File: src/common/sleep_wake_watchdog_defines.svh
// Purpose: Offsets, bit positions, reset values and timing of the sleep/watchdog block
// Assumes: 20 MHz core clock
// Notes:   Definitions only
`ifndef SLEEP_WAKE_WATCHDOG_DEFINES_SVH
`define SLEEP_WAKE_WATCHDOG_DEFINES_SVH

// Register byte offsets
`define OFS_INTERRUPT_CONTROL   8'h00
`define OFS_PIN_CHANGE_MASK_A   8'h04
`define OFS_PIN_CHANGE_MASK_B   8'h08
`define OFS_PERIPH_IRQ_ENABLE_1 8'h0C
`define OFS_PERIPH_IRQ_ENABLE_2 8'h10
`define OFS_PERIPH_IRQ_FLAG_1   8'h14
`define OFS_PERIPH_IRQ_FLAG_2   8'h18
`define OFS_CPU_STATUS          8'h1C
`define OFS_TIMER_OPTION        8'h20
`define OFS_FUSE_WORD           8'h24

// Implemented-bit masks
`define MASK_PIN_CHANGE_A       8'hEF
`define MASK_PIN_CHANGE_B       8'hF3
`define MASK_PERIPH_1           8'h7F
`define MASK_PERIPH_2           8'h9F
`define MASK_INTERRUPT_CONTROL_FLAGS       8'h07

// Field positions
`define BIT_GLOBAL_IRQ_ENABLE   7
`define BIT_PERIPH_IRQ_ENABLE   6
`define BIT_TIMER_IRQ_ENABLE    5
`define BIT_EXT_IRQ_ENABLE      4
`define BIT_PIN_CHANGE_ENABLE   3
`define BIT_TIMER_IRQ_FLAG      2
`define BIT_EXT_IRQ_FLAG        1
`define BIT_PIN_CHANGE_FLAG     0
`define BIT_TIMEOUT_FLAG        4
`define BIT_POWER_DOWN_FLAG     3
`define BIT_PRESCALER_ASSIGN    3
`define BIT_WATCHDOG_FUSE_EN    3
`define BIT_EXT_RESET_PIN_EN    5

// Reset values
`define RST_INTERRUPT_CONTROL   8'h00
`define RST_MASK                8'h00
`define RST_CPU_STATUS          8'h18
`define RST_TIMER_OPTION        8'hFF
`define RST_FUSE_WORD           14'h3FFF

// Timing
`define CORE_CLK_PERIOD_NS      50
`define WDT_PERIOD_MS           18
`define WDT_PERIOD_CYCLES       ((`WDT_PERIOD_MS * 1000000) / `CORE_CLK_PERIOD_NS)

`endif

File: src/common/sleep_wake_pkg.sv
// Purpose: Types of the sleep/wake/watchdog block
// Assumes: APB with 32-bit data
// Notes:   Constants live in the defines header
package sleep_wake_pkg;

  typedef enum logic {
    RUN,
    ASLEEP
  } power_state_type;

  typedef struct packed {
    logic [31:0] paddr;
    logic        psel;
    logic        penable;
    logic        pwrite;
    logic [31:0] pwdata;
  } apb_req_type;

  typedef struct packed {
    logic [31:0] prdata;
    logic        pready;
    logic        pslverr;
  } apb_rsp_type;

  typedef struct packed {
    power_state_type power;
    logic [7:0]      interrupt_control;
    logic [7:0]      pin_change_mask_a;
    logic [7:0]      pin_change_mask_b;
    logic [7:0]      periph_irq_enable_1;
    logic [7:0]      periph_irq_enable_2;
    logic [7:0]      periph_irq_flag_1;
    logic [7:0]      periph_irq_flag_2;
    logic [7:0]      cpu_status;
    logic [7:0]      timer_option;
    logic [13:0]     fuse_word;
    logic            fuse_loaded;
    logic [23:0]     watchdog_count;
    logic [7:0]      prescaler;
    logic [15:0]     pin_prev;
    logic            device_reset;
    logic            resume;
    logic            resume_to_isr;
    logic            prefetch;
    logic            timer_prescaled;
    logic [31:0]     prdata;
  } state_type;

endpackage : sleep_wake_pkg

File: src/rtl/sleep_wake_watchdog.sv
// Purpose: Sleep control, wake arbitration and watchdog timer with shared prescaler
// Assumes: Core pulses one instruction strobe per cycle; inputs synchronous to CORE_CLK_I
// Notes:   Watchdog runs on the core clock here; its period is a parameter
//
// Implementation choices: the register addresses and the APB register port.
`timescale 1ns/100ps
`default_nettype none
`include "sleep_wake_watchdog_defines.svh"

// Behaviour
// - Sleep entry clears watchdog counter; enabled watchdog keeps counting while asleep.
// - Sleep entry clears power-down flag and sets timeout flag.
// - CPU clock is stopped while asleep.
// - I/O ports hold their pre-sleep state while asleep.
// - Analog supply rail is off while asleep.
// - Sleep leaves other resets and analog enable settings untouched.
// - Power-on reset event while asleep wakes the device.
// - Reset pin and POR wake with reset; watchdog and interrupts wake and resume.
// - Pin-change and external pin interrupts can wake the device.
// - Interrupt wake needs its own enable, regardless of global enable.
// - Sleep prefetches next instruction; it executes first after wake.
// - After interrupt wake, vector to service routine only if global enable set.
// - Every wake from sleep clears the watchdog counter.
// - Sleep with an enabled pending interrupt acts as no-operation, flags untouched.
// - Interrupt during or after sleep: sleep completes, then immediate wake.
// - Watchdog runs only while its fuse enable bit is set.
// - Watchdog timeout resets when running, wakes and resumes when asleep.
// - Base period 18 ms; prescaler up to 1:128 for the watchdog.
// - Prescaler assignment and ratio writable at any time.
// - Clear and sleep instructions clear counter and prescaler if assigned.
// - Watchdog timeout clears the timeout flag.
// - Interrupt flags set on their events regardless of enables.
module sleep_wake_watchdog #(
  parameter int unsigned WDT_PERIOD_CYCLES = `WDT_PERIOD_CYCLES
) (
  // Clock and reset
  input  wire logic                       CORE_CLK_I,
  input  wire logic                       RESET_N_I,
  // Register bus
  input  wire sleep_wake_pkg::apb_req_type APB_REQ_I,
  output var  sleep_wake_pkg::apb_rsp_type APB_RSP_O,
  // Core instruction strobes
  input  wire logic                       SLEEP_INSTR_I,
  input  wire logic                       WATCHDOG_CLEAR_INSTR_I,
  // Wake and interrupt events
  input  wire logic                       EXTERNAL_RESET_PIN_N_I,
  input  wire logic                       POR_EVENT_I,
  input  wire logic                       EXT_IRQ_EVENT_I,
  input  wire logic [15:0]                PIN_LEVEL_I,
  input  wire logic                       TIMER_OVERFLOW_I,
  input  wire logic [7:0]                 PERIPH_EVENT_1_I,
  input  wire logic [7:0]                 PERIPH_EVENT_2_I,
  // Timer tick and fuses
  input  wire logic                       TIMER_TICK_I,
  input  wire logic [13:0]                FUSE_WORD_I,
  // Power and core control
  output logic                            CPU_CLK_EN_O,
  output logic                            ANALOG_SUPPLY_EN_O,
  output logic                            IO_HOLD_O,
  output logic                            PREFETCH_NEXT_O,
  output logic                            RESUME_O,
  output logic                            RESUME_TO_ISR_O,
  output logic                            DEVICE_RESET_O,
  output logic                            TIMER_PRESCALED_O
);

  sleep_wake_pkg::state_type st;
  sleep_wake_pkg::state_type next_st;

  logic        asleep;
  logic        watchdog_run;
  logic        base_tick;
  logic        wdt_timeout;
  logic        assigned_wdt;
  logic [7:0]  wdt_ratio_mask;
  logic [7:0]  timer_ratio_mask;
  logic        irq_pending;
  logic        irq_wake;
  logic        reset_wake;
  logic        sleep_enter;
  logic        sleep_nop;
  logic [15:0] pin_changed;
  logic        setup_phase;
  logic        access_wr;
  logic        addr_hit;
  logic [7:0]  offset;
  logic [7:0]  wdata;

  assign asleep       = (st.power == sleep_wake_pkg::ASLEEP);
  assign assigned_wdt = st.timer_option[`BIT_PRESCALER_ASSIGN];
  // Gated until the fuse word is captured after reset release
  assign watchdog_run = st.fuse_loaded & st.fuse_word[`BIT_WATCHDOG_FUSE_EN];
  assign base_tick    = watchdog_run & (st.watchdog_count == 24'(WDT_PERIOD_CYCLES - 1));
  // Ratio 1:1 to 1:128 for the watchdog, 1:2 to 1:256 for the timer
  assign wdt_ratio_mask   = (8'h01 << st.timer_option[2:0]) - 8'h01;
  assign timer_ratio_mask = {wdt_ratio_mask[6:0], 1'b1};
  assign wdt_timeout = base_tick & (!assigned_wdt | (st.prescaler == wdt_ratio_mask));

  assign irq_pending =
    (st.interrupt_control[`BIT_TIMER_IRQ_ENABLE]  & st.interrupt_control[`BIT_TIMER_IRQ_FLAG]) |
    (st.interrupt_control[`BIT_EXT_IRQ_ENABLE]    & st.interrupt_control[`BIT_EXT_IRQ_FLAG])   |
    (st.interrupt_control[`BIT_PIN_CHANGE_ENABLE] & st.interrupt_control[`BIT_PIN_CHANGE_FLAG]) |
    (st.interrupt_control[`BIT_PERIPH_IRQ_ENABLE] &
     (|(st.periph_irq_enable_1 & st.periph_irq_flag_1) |
      |(st.periph_irq_enable_2 & st.periph_irq_flag_2)));
  // Only the two sleep-capable sources wake; global enable is ignored here
  assign irq_wake =
    (st.interrupt_control[`BIT_EXT_IRQ_ENABLE]    & st.interrupt_control[`BIT_EXT_IRQ_FLAG]) |
    (st.interrupt_control[`BIT_PIN_CHANGE_ENABLE] & st.interrupt_control[`BIT_PIN_CHANGE_FLAG]);
  assign reset_wake = POR_EVENT_I |
                      (!EXTERNAL_RESET_PIN_N_I & st.fuse_word[`BIT_EXT_RESET_PIN_EN]);
  // Flags are registered, so an event in the sleep cycle itself lets sleep complete
  assign sleep_enter = SLEEP_INSTR_I & !asleep & !irq_pending;
  assign sleep_nop   = SLEEP_INSTR_I & !asleep & irq_pending;
  assign pin_changed = (PIN_LEVEL_I ^ st.pin_prev) &
                       {st.pin_change_mask_b & `MASK_PIN_CHANGE_B,
                        st.pin_change_mask_a & `MASK_PIN_CHANGE_A};

  assign setup_phase = APB_REQ_I.psel & !APB_REQ_I.penable;
  assign access_wr   = APB_REQ_I.psel & APB_REQ_I.penable & APB_REQ_I.pwrite;
  assign offset      = APB_REQ_I.paddr[7:0];
  assign wdata       = APB_REQ_I.pwdata[7:0];
  always_comb begin
    addr_hit = (APB_REQ_I.paddr[31:8] == 24'h00_0000) & (offset[1:0] == 2'b00) &
               (offset <= `OFS_FUSE_WORD);
  end

  always_comb begin
    next_st = st;
    next_st.device_reset    = 1'b0;
    next_st.resume          = 1'b0;
    next_st.prefetch        = 1'b0;
    next_st.timer_prescaled = 1'b0;
    next_st.pin_prev        = PIN_LEVEL_I;
    if (!st.fuse_loaded) begin
      next_st.fuse_word   = FUSE_WORD_I;
      next_st.fuse_loaded = 1'b1;
    end

    // Register writes; hardware sets below win over a clear in the same cycle
    if (access_wr & addr_hit) begin
      case (offset)
        `OFS_INTERRUPT_CONTROL:   next_st.interrupt_control   = wdata;
        `OFS_PIN_CHANGE_MASK_A:   next_st.pin_change_mask_a   = wdata & `MASK_PIN_CHANGE_A;
        `OFS_PIN_CHANGE_MASK_B:   next_st.pin_change_mask_b   = wdata & `MASK_PIN_CHANGE_B;
        `OFS_PERIPH_IRQ_ENABLE_1: next_st.periph_irq_enable_1 = wdata & `MASK_PERIPH_1;
        `OFS_PERIPH_IRQ_ENABLE_2: next_st.periph_irq_enable_2 = wdata & `MASK_PERIPH_2;
        `OFS_PERIPH_IRQ_FLAG_1:   next_st.periph_irq_flag_1   = wdata & `MASK_PERIPH_1;
        `OFS_PERIPH_IRQ_FLAG_2:   next_st.periph_irq_flag_2   = wdata & `MASK_PERIPH_2;
        // Timeout and power-down flags are hardware owned
        `OFS_CPU_STATUS: next_st.cpu_status = (wdata & 8'hE7) | (st.cpu_status & 8'h18);
        `OFS_TIMER_OPTION: next_st.timer_option = wdata;
        default: next_st.timer_option = next_st.timer_option;
      endcase
    end

    // Flags set whatever the enables
    next_st.interrupt_control[`BIT_TIMER_IRQ_FLAG] =
      next_st.interrupt_control[`BIT_TIMER_IRQ_FLAG] | TIMER_OVERFLOW_I;
    next_st.interrupt_control[`BIT_EXT_IRQ_FLAG] =
      next_st.interrupt_control[`BIT_EXT_IRQ_FLAG] | EXT_IRQ_EVENT_I;
    next_st.interrupt_control[`BIT_PIN_CHANGE_FLAG] =
      next_st.interrupt_control[`BIT_PIN_CHANGE_FLAG] | (|pin_changed);
    next_st.periph_irq_flag_1 = next_st.periph_irq_flag_1 | (PERIPH_EVENT_1_I & `MASK_PERIPH_1);
    next_st.periph_irq_flag_2 = next_st.periph_irq_flag_2 | (PERIPH_EVENT_2_I & `MASK_PERIPH_2);

    // Watchdog base counter and shared prescaler, counting awake or asleep
    if (!watchdog_run) begin
      next_st.watchdog_count = 24'h00_0000;
    end else if (base_tick) begin
      next_st.watchdog_count = 24'h00_0000;
    end else begin
      next_st.watchdog_count = st.watchdog_count + 24'h00_0001;
    end
    if (assigned_wdt) begin
      if (base_tick) begin
        next_st.prescaler = (st.prescaler == wdt_ratio_mask) ? 8'h00 : st.prescaler + 8'h01;
      end
      next_st.timer_prescaled = TIMER_TICK_I;
    end else if (TIMER_TICK_I) begin
      next_st.prescaler       = (st.prescaler == timer_ratio_mask) ? 8'h00 : st.prescaler + 8'h01;
      next_st.timer_prescaled = (st.prescaler == timer_ratio_mask);
    end

    if (wdt_timeout) begin
      next_st.cpu_status[`BIT_TIMEOUT_FLAG] = 1'b0;
    end

    // Other reset sources act the same awake or asleep
    if (reset_wake) begin
      next_st.device_reset = 1'b1;
    end

    case (st.power)
      sleep_wake_pkg::RUN: begin
        if (wdt_timeout) begin
          next_st.device_reset = 1'b1;
        end else if (sleep_enter) begin
          next_st.power          = sleep_wake_pkg::ASLEEP;
          next_st.watchdog_count = 24'h00_0000;
          if (assigned_wdt) begin
            next_st.prescaler = 8'h00;
          end
          next_st.cpu_status[`BIT_POWER_DOWN_FLAG] = 1'b0;
          next_st.cpu_status[`BIT_TIMEOUT_FLAG]    = 1'b1;
          next_st.prefetch = 1'b1;
        end else if (WATCHDOG_CLEAR_INSTR_I) begin
          next_st.watchdog_count = 24'h00_0000;
          if (assigned_wdt) begin
            next_st.prescaler = 8'h00;
          end
        end
      end
      sleep_wake_pkg::ASLEEP: begin
        if (reset_wake | wdt_timeout | irq_wake) begin
          next_st.power          = sleep_wake_pkg::RUN;
          next_st.watchdog_count = 24'h00_0000;
          if (assigned_wdt) begin
            next_st.prescaler = 8'h00;
          end
          // Resume runs the prefetched instruction, then vectors if enabled
          next_st.resume        = !reset_wake;
          next_st.resume_to_isr = !reset_wake & !wdt_timeout &
                                  st.interrupt_control[`BIT_GLOBAL_IRQ_ENABLE];
        end
      end
      default: next_st.power = sleep_wake_pkg::RUN;
    endcase

    // Read data captured in the setup phase so the access phase needs no wait
    if (setup_phase) begin
      next_st.prdata = 32'h0000_0000;
      case (offset)
        `OFS_INTERRUPT_CONTROL:   next_st.prdata[7:0] = st.interrupt_control;
        `OFS_PIN_CHANGE_MASK_A:   next_st.prdata[7:0] = st.pin_change_mask_a;
        `OFS_PIN_CHANGE_MASK_B:   next_st.prdata[7:0] = st.pin_change_mask_b;
        `OFS_PERIPH_IRQ_ENABLE_1: next_st.prdata[7:0] = st.periph_irq_enable_1;
        `OFS_PERIPH_IRQ_ENABLE_2: next_st.prdata[7:0] = st.periph_irq_enable_2;
        `OFS_PERIPH_IRQ_FLAG_1:   next_st.prdata[7:0] = st.periph_irq_flag_1;
        `OFS_PERIPH_IRQ_FLAG_2:   next_st.prdata[7:0] = st.periph_irq_flag_2;
        `OFS_CPU_STATUS:          next_st.prdata[7:0] = st.cpu_status;
        `OFS_TIMER_OPTION:        next_st.prdata[7:0] = st.timer_option;
        `OFS_FUSE_WORD:           next_st.prdata[13:0] = st.fuse_word;
        default:                  next_st.prdata = 32'h0000_0000;
      endcase
      if (!addr_hit) begin
        next_st.prdata = 32'h0000_0000;
      end
    end
  end

  always_ff @(posedge CORE_CLK_I) begin
    if (!RESET_N_I) begin
      st.power               <= sleep_wake_pkg::RUN;
      st.interrupt_control   <= `RST_INTERRUPT_CONTROL;
      st.pin_change_mask_a   <= `RST_MASK;
      st.pin_change_mask_b   <= `RST_MASK;
      st.periph_irq_enable_1 <= `RST_MASK;
      st.periph_irq_enable_2 <= `RST_MASK;
      st.periph_irq_flag_1   <= `RST_MASK;
      st.periph_irq_flag_2   <= `RST_MASK;
      st.cpu_status          <= `RST_CPU_STATUS;
      st.timer_option        <= `RST_TIMER_OPTION;
      st.fuse_word           <= `RST_FUSE_WORD;
      st.fuse_loaded         <= 1'b0;
      st.watchdog_count      <= 24'h00_0000;
      st.prescaler           <= 8'h00;
      st.pin_prev            <= 16'h0000;
      st.device_reset        <= 1'b0;
      st.resume              <= 1'b0;
      st.resume_to_isr       <= 1'b0;
      st.prefetch            <= 1'b0;
      st.timer_prescaled     <= 1'b0;
      st.prdata              <= 32'h0000_0000;
    end else begin
      st <= next_st;
    end
  end

  // Rail is gated, stored analog enables are never touched
  assign CPU_CLK_EN_O       = !asleep;
  assign ANALOG_SUPPLY_EN_O = !asleep;
  assign IO_HOLD_O          = asleep;
  assign PREFETCH_NEXT_O    = st.prefetch;
  assign RESUME_O           = st.resume;
  assign RESUME_TO_ISR_O    = st.resume_to_isr;
  assign DEVICE_RESET_O     = st.device_reset;
  assign TIMER_PRESCALED_O  = st.timer_prescaled;
  assign APB_RSP_O.prdata   = st.prdata;
  assign APB_RSP_O.pready   = 1'b1;
  assign APB_RSP_O.pslverr  = APB_REQ_I.psel & APB_REQ_I.penable & !addr_hit;
endmodule : sleep_wake_watchdog
`default_nettype wire

File: config.mk
export PLATFORM = sky130hd
export DESIGN_NAME = sleep_wake_watchdog
export DESIGN_NICKNAME = d
export VERILOG_FILES = /design/src/common/sleep_wake_pkg.sv /design/src/rtl/sleep_wake_watchdog.sv
export VERILOG_INCLUDE_DIRS = /design/src /design/src/common
export SDC_FILE = /design/constraint.sdc
export NUM_CORES = 1
export LEC_CHECK = 0
export BUFFER_PORTS_ARGS = -buffer_cell sky130_fd_sc_hd__buf_2
export CAP_MARGIN = 0
export CORE_MARGIN = 5
export CORE_UTILIZATION = 30
export DETAILED_ROUTE_END_ITERATION = 10
export HOLD_SLACK_MARGIN = 0.03
export MAX_ROUTING_LAYER = met4
export SLEW_MARGIN = 20
export SYNTH_ARGS = -nofsm -noshare
export SYNTH_HDL_FRONTEND = slang
export SYNTH_SLANG_ARGS = --single-unit
File: constraint.sdc
create_clock -name CORE_CLK_I -period 3.3 [get_ports CORE_CLK_I]
set_input_delay 0.66 -clock CORE_CLK_I [delete_from_list [all_inputs] [get_ports CORE_CLK_I]]
set_output_delay 0.66 -clock CORE_CLK_I [all_outputs]
set_load 0.005 [all_outputs]
# Yosys cells after proc, flatten, opt, wreduce, memory -nomap -nowiden
# Index checks and enable logic that the tools add are counted.
[word_totals] ff_bits=167 in_bits=122 output_inout_bits=42 elab_cells=143
[classes] addsub=3 n_lt_le_gt_ge=1 n_eq_ne=12 n_shift=1 muxes=39 n_bitwise=40 reduce_logical=24
[ops] cell="two-way mux 32 bit" n=4
[ops] cell="two-way mux 8 bit" n=13
[ops] cell="one-hot mux 8 bit (10 select lines)" n=1
[ops] cell="two-way mux 67 bit" n=1
[ops] cell="one-hot mux 32 bit (2 select lines)" n=1
[ops] cell="two-way mux 24 bit" n=2
[ops] cell="== test 8 x 5 -> 1 bit, second input constant" n=4
[ops] cell="adder 24 x 1 -> 24 bit, second input constant" n=1
[ops] cell="== test 24 x 19 -> 1 bit, second input constant" n=1
[ops] cell="zero test 24 bit" n=1
[ops] cell="AND 1 bit" n=19
[ops] cell="AND 16 bit" n=1
[ops] cell="== test 8 x 4 -> 1 bit, second input constant" n=2
[ops] cell="== test 8 x 6 -> 1 bit, second input constant" n=2
[ops] cell="== test 8 bit" n=2
[ops] cell="AND reduction 2 bit" n=8
[ops] cell="OR reduction 16 bit" n=1
[ops] cell="OR reduction 8 bit" n=2
[ops] cell="bitwise XOR 16 bit" n=1
[ops] cell="two-way mux 14 bit" n=1
[ops] cell="bitwise OR 1 bit" n=12
[ops] cell="two-way mux 1 bit" n=9
[ops] cell="adder 8 x 1 -> 8 bit, second input constant" n=1
[ops] cell="AND 7 x 8 -> 8 bit" n=1
[ops] cell="other kinds (19)" n=29

# Longest topological paths before layout
[logic_depth] depth_word=11 ltp_mapped=13 ltp_nobuf=10

# Worst setup path after synthesis
# Ideal clock, no wire load.
[synth_timing] path_kind="register to register" start="register st[101] in the netlist's numbering" end="register st[58] in the netlist's numbering" setup_ns=0.143 arrival_time_ns=2.366 t_required_ns=3.157 path_slack_ns=0.791 path_stages_with_launch=11 path_buffers=2 period_less_slack_ns=2.509 cell_sequence="dfxtp_1 > buf_6 > or3_4 > ha_1 > clkbuf_1 > xnor2_1 > a21oi_1 > nor4_1 > nand2_1 > a221oi_1 > a41oi_1"
[synth_via] elab_chain_cells=11 word_cells_on_any_way=19 classes_between="add/sub (1); eq/ne (2); shift (1); mux (11); bitwise (4)"
[synth_lines] element="start, declared" line="sleep_wake_watchdog.sv:67" rtl="sleep_wake_pkg::state_type st;"
[synth_lines] element="start signal, assigned" line="sleep_wake_watchdog.sv:276" rtl="st <= next_st;"
[synth_lines] element="left shift 1 x 3 -> 8 bit (*)" line="sleep_wake_watchdog.sv:95" rtl="assign wdt_ratio_mask = (8'h01 << st.timer_option[2:0]) - 8'h01;"
[synth_lines] element="subtractor 8 x 1 -> 8 bit (*)" line="sleep_wake_watchdog.sv:95"
[synth_lines] element="== test 8 bit, on equally long branches" line="sleep_wake_watchdog.sv:181, sleep_wake_watchdog.sv:97, sleep_wake_watchdog.sv:177"
[synth_lines] element="two-way mux 8 bit, on equally long branches" line="sleep_wake_watchdog.sv:181, sleep_wake_watchdog.sv:177"
[synth_lines] element="two-way mux 8 bit, on equally long branches" line="sleep_wake_watchdog.sv:180, sleep_wake_watchdog.sv:176"
[synth_lines] element="two-way mux 8 bit" line="sleep_wake_watchdog.sv:175" rtl="if (assigned_wdt) begin"
[synth_lines] element="two-way mux 8 bit" line="sleep_wake_watchdog.sv:201, sleep_wake_watchdog.sv:209, sleep_wake_watchdog.sv:218"
[synth_lines] element="two-way mux 32 bit" line="sleep_wake_watchdog.sv:207" rtl="end else if (WATCHDOG_CLEAR_INSTR_I) begin"
[synth_lines] element="two-way mux 32 bit" line="sleep_wake_watchdog.sv:198" rtl="end else if (sleep_enter) begin"
[synth_lines] element="two-way mux 32 bit" line="sleep_wake_watchdog.sv:196" rtl="if (wdt_timeout) begin"
[synth_lines] element="one-hot mux 32 bit (2 select lines) (*)" line="sleep_wake_watchdog.sv:194" rtl="case (st.power)"
# Every way passes the cells marked *; elsewhere a longest branch is shown, timed or not.
# A chain may end at the register's enable or synchronous reset.

# Worst setup path after layout
[layout_timing] start="register st[102] in the netlist's numbering" end="register st[57] in the netlist's numbering"
# Same word-level chain as after synthesis.

==> results by group <==
Critical path
  – CP peak stage delay: around 560 ps
  – CP startpoint kind: flip-flop
  – Kind of critical path: flip-flop to flip-flop
  – Crit Path Max Fanout: 13
  – Worst path bufs/invs: 0
  – Crit-path leading delay family: simple AND/OR/NAND/NOR gates
  – CP Cell Sequence: nor2_1, nand2_1, ha_1, nor2_1, nand2_1, a41oi_1, nor4_1, nand2_1, a221oi_1, a31oi_1
  – Most used cell, CP: nand2_1
  – Worst EP arrival: approximately 3200 ps
  – Slowest stage cell, crit path: nor4_1
  – Data required time of the worst path: 3600 ps
  – Endpoint type of the worst setup path: flip-flop

Logic synthesis
  – Synth area leader: dfxtp_1
  – Number of library cell types mapped by synthesis: 76
  – Synth async-reset ratio: 0
  – Mapped Area: 0.00750 sq mm
  – Syn avg cell area: 8.57 sq um
  – Commonest cells in the netlist: dfxtp_1, nor2_1, nand2_1
  – Mapped Cells: 875
  – Number of synthesized flops with an enable pin: 0
  – Most frequent cell after synthesis: dfxtp_1
  – Yosys top cell area share: 0.382
  – Yosys synthesis warning count: 0
  – Synth area leaders: dfxtp_1, mux2i_1, nor2_1, nand2_1, xor2_1
  – Sequential share of the synthesized area: 0.382
  – Dominant synthesized flop cell: dfxtp_1
  – Seq cells post-synth: 143

Placed design
  – Hpwl dp: about 16000 microns
  – DP Cell Count: 1261
  – Area after DPL: slightly above 0.008 sq mm
  – Pre-CTS setup slack: 318 ps
  – Routability Congestion: 0.903
  – Port bufs: 114

Power
  – Leak Pwr: ~3.5 nW
  – Cell area power density: 462 mW/mm^2
  – VDD IR max: 0.281 mV

Routing
  – Vias post-DR: roughly 6500
  – Drt drc: 0
  – Routed Antenna Nets: 0
  – Initial DRT Pass Iterations: 5
  – Vias per inst: ~5.0
  – Total Routed Length: ~21000 microns
  – DR WL/cell: 16.4 microns
  – Starting DRT DRC Count: 705

Timing
  – Fmax: 339 MHz
  – Max-slew headroom: 0.326
  – Hold Vio Cnt, Final: 0
  – Final worst slack: between 300 and 400 ps
  – Unrepaired setup endpoints after global routing: false
  – Crit share post-route: 0.893
  – Final min period: 2950 ps
  – Fin Clk Skew: 9.64 ps
  – Endpoints failing setup: 0
  – Worst Max-Slew Pin Slew: 1000 ps
  – Final setup TNS: 0 ps
  – Slew Limit Fails: 0
  – Hold_ws: 438 ps

GRT
  – Initial antenna violation count: 0
  – Total global routing overflow: 0
  – Largest net degree at the start of global routing: 69
  – All-layer global routing usage: 0.154
  – Global-route wire length before repair: 34000 microns
  – Vias in the first global route: 6110

CTS
  – CTS Root Cell: clkbuf_16
  – H-tree levels: 4
  – CTS Buf Count: 17
  – Cts repair resizes: 0
  – Post-CTS Repair Setup Buffers: 0
  – Hold Buf Count CTS: 0
  – CTS tree: yes
  – Worst-Skew Late Latency: 430 ps
  – CTS clk-pin slew, worst paths: 70 ps
  – Clock sinks: 143
  – Clk buf depth: 2

Floorplan
  – CORE AREA: between 0.02 and 0.025 sq mm
  – Die X: 168 microns
  – Chip Height: between 150 and 200 microns
  – Initial Util: 0.307
  – Top Ports: 164
  – Die ar.: roughly 0.028 sq mm
  – FP Rows: 57

Worst hold path
  – Min-Delay Path Class: input port to flip-flop

Layout
  – Diodes inserted: 0
  – Share of cells above drive strength 1: 0.196
  – Final net count: 1081
  – Cell area after layout: 0.00879 sq mm
  – Footprint of the multi-input gates: 0.00409 sq mm
  – Sequential cell area: 0.00286 sq mm
  – P&R area growth vs syn: 17.2%
  – # fillers: between 2000 and 3000
  – Layout Cells excl Fill: 1293

Run status
  – Outcome: completed

Flow run
  – Max-cap violations: 0
[registers in the layout, indices dropped and copies added (netlist names)]
register,cells
RESUME_TO_ISR_O,1
RESUME_O,1
DEVICE_RESET_O,1
PREFETCH_NEXT_O,1
st,122
APB_RSP_O,14
TIMER_PRESCALED_O,1
IO_HOLD_O,1
assigned_wdt,1
[power by group]
group / switching, mW / internal (mW) / leakage [nW]
logic: 0.160 / 0.105 / 2.01
clock network: 0.838 / 1.17 / 0.300
registers: 0.0308 / 1.76 / 1.17
[worst paths after layout]
| check | startpoint | end | slack (ps) | depth (start not counted) |
|---|---|---|---|---|
| worst max-delay path | st[102] | st[57] | 350 | 10 |
| worst min-delay path | FUSE_WORD_I[1] | st[87] | 440 | 3 |
| worst max register to register | st[102] | st[57] | 350 | 10 |
| worst min register to register | APB_RSP_O[2] | APB_RSP_O[2] | 450 | 2 |
[layer usage]
metal,share of wire,track usage
met5,0,-
met4,0.014,0.0402
met3,0.066,0.0312
met2,0.44,0.225
met1,0.47,0.216
[placed cells by master, fill, tap and decap left out, types with 4 or more instances in the layout]
cell type	synthesis	layout
a22oi_1	25	25
o21ai_0	28	28
a31oi_1	7	7
nor2b_1	8	8
mux2i_1	70	70
nand3b_1	4	4
and3_1	10	10
inv_1	26	26
nor3_1	9	9
a21oi_1	40	40
xnor2_1	11	11
nor3_4	4	4
a32oi_1	9	9
a22o_1	8	8
inv_6	0	4
nand2_1	84	84
a41oi_1	4	4
nand3_1	31	31
xor2_1	35	35
nand4_1	13	13
conb_1	2	19
buf_4	38	20
nor2_1	103	103
dfxtp_1	143	143
a221oi_1	8	8
nand2b_1	4	4
clkbuf_16	0	17
o22ai_1	6	6
nor4_1	11	11
buf_2	16	114
and2_1	17	17
[metrics by stage]
stage                     power [mW]   util
final                           4.06  0.359
after global placement          2.10  0.334
after global routing            4.21  0.359
after CTS                       4.11  0.359
after detailed placement        2.10  0.334
after floorplan                 1.98      -
[kinds of logic (layout without fill, tap and decap cells)]
logic type	after synthesis	count (layout)	share of synthesized area
simple gates	329	329	0.226
compound gates	162	162	0.149
flops	143	143	0.382
buf+inv	116	193	0.0818
mux	74	74	0.101
xor+xnor	46	46	0.0537
fa+ha+maj	3	3	0.00501
other cells	2	19	0.00100
[tightest hold or removal path, stage by stage]
cell and delay, ps:
buf_2 70, mux2i_1 50, nand2_1 50
[final cells by class]
type | instances | share of cell area
clock buffer | 18 | 0.0500
sequential | 143 | 0.326
multi-input combinational | 633 | 0.465
timing repair buffer | 134 | 0.0820
tap | 324 | 0.0461
clock inverter | 14 | 0.0199
inverter | 27 | 0.0115
Note: power is estimated with default switching activity, not from simulation.
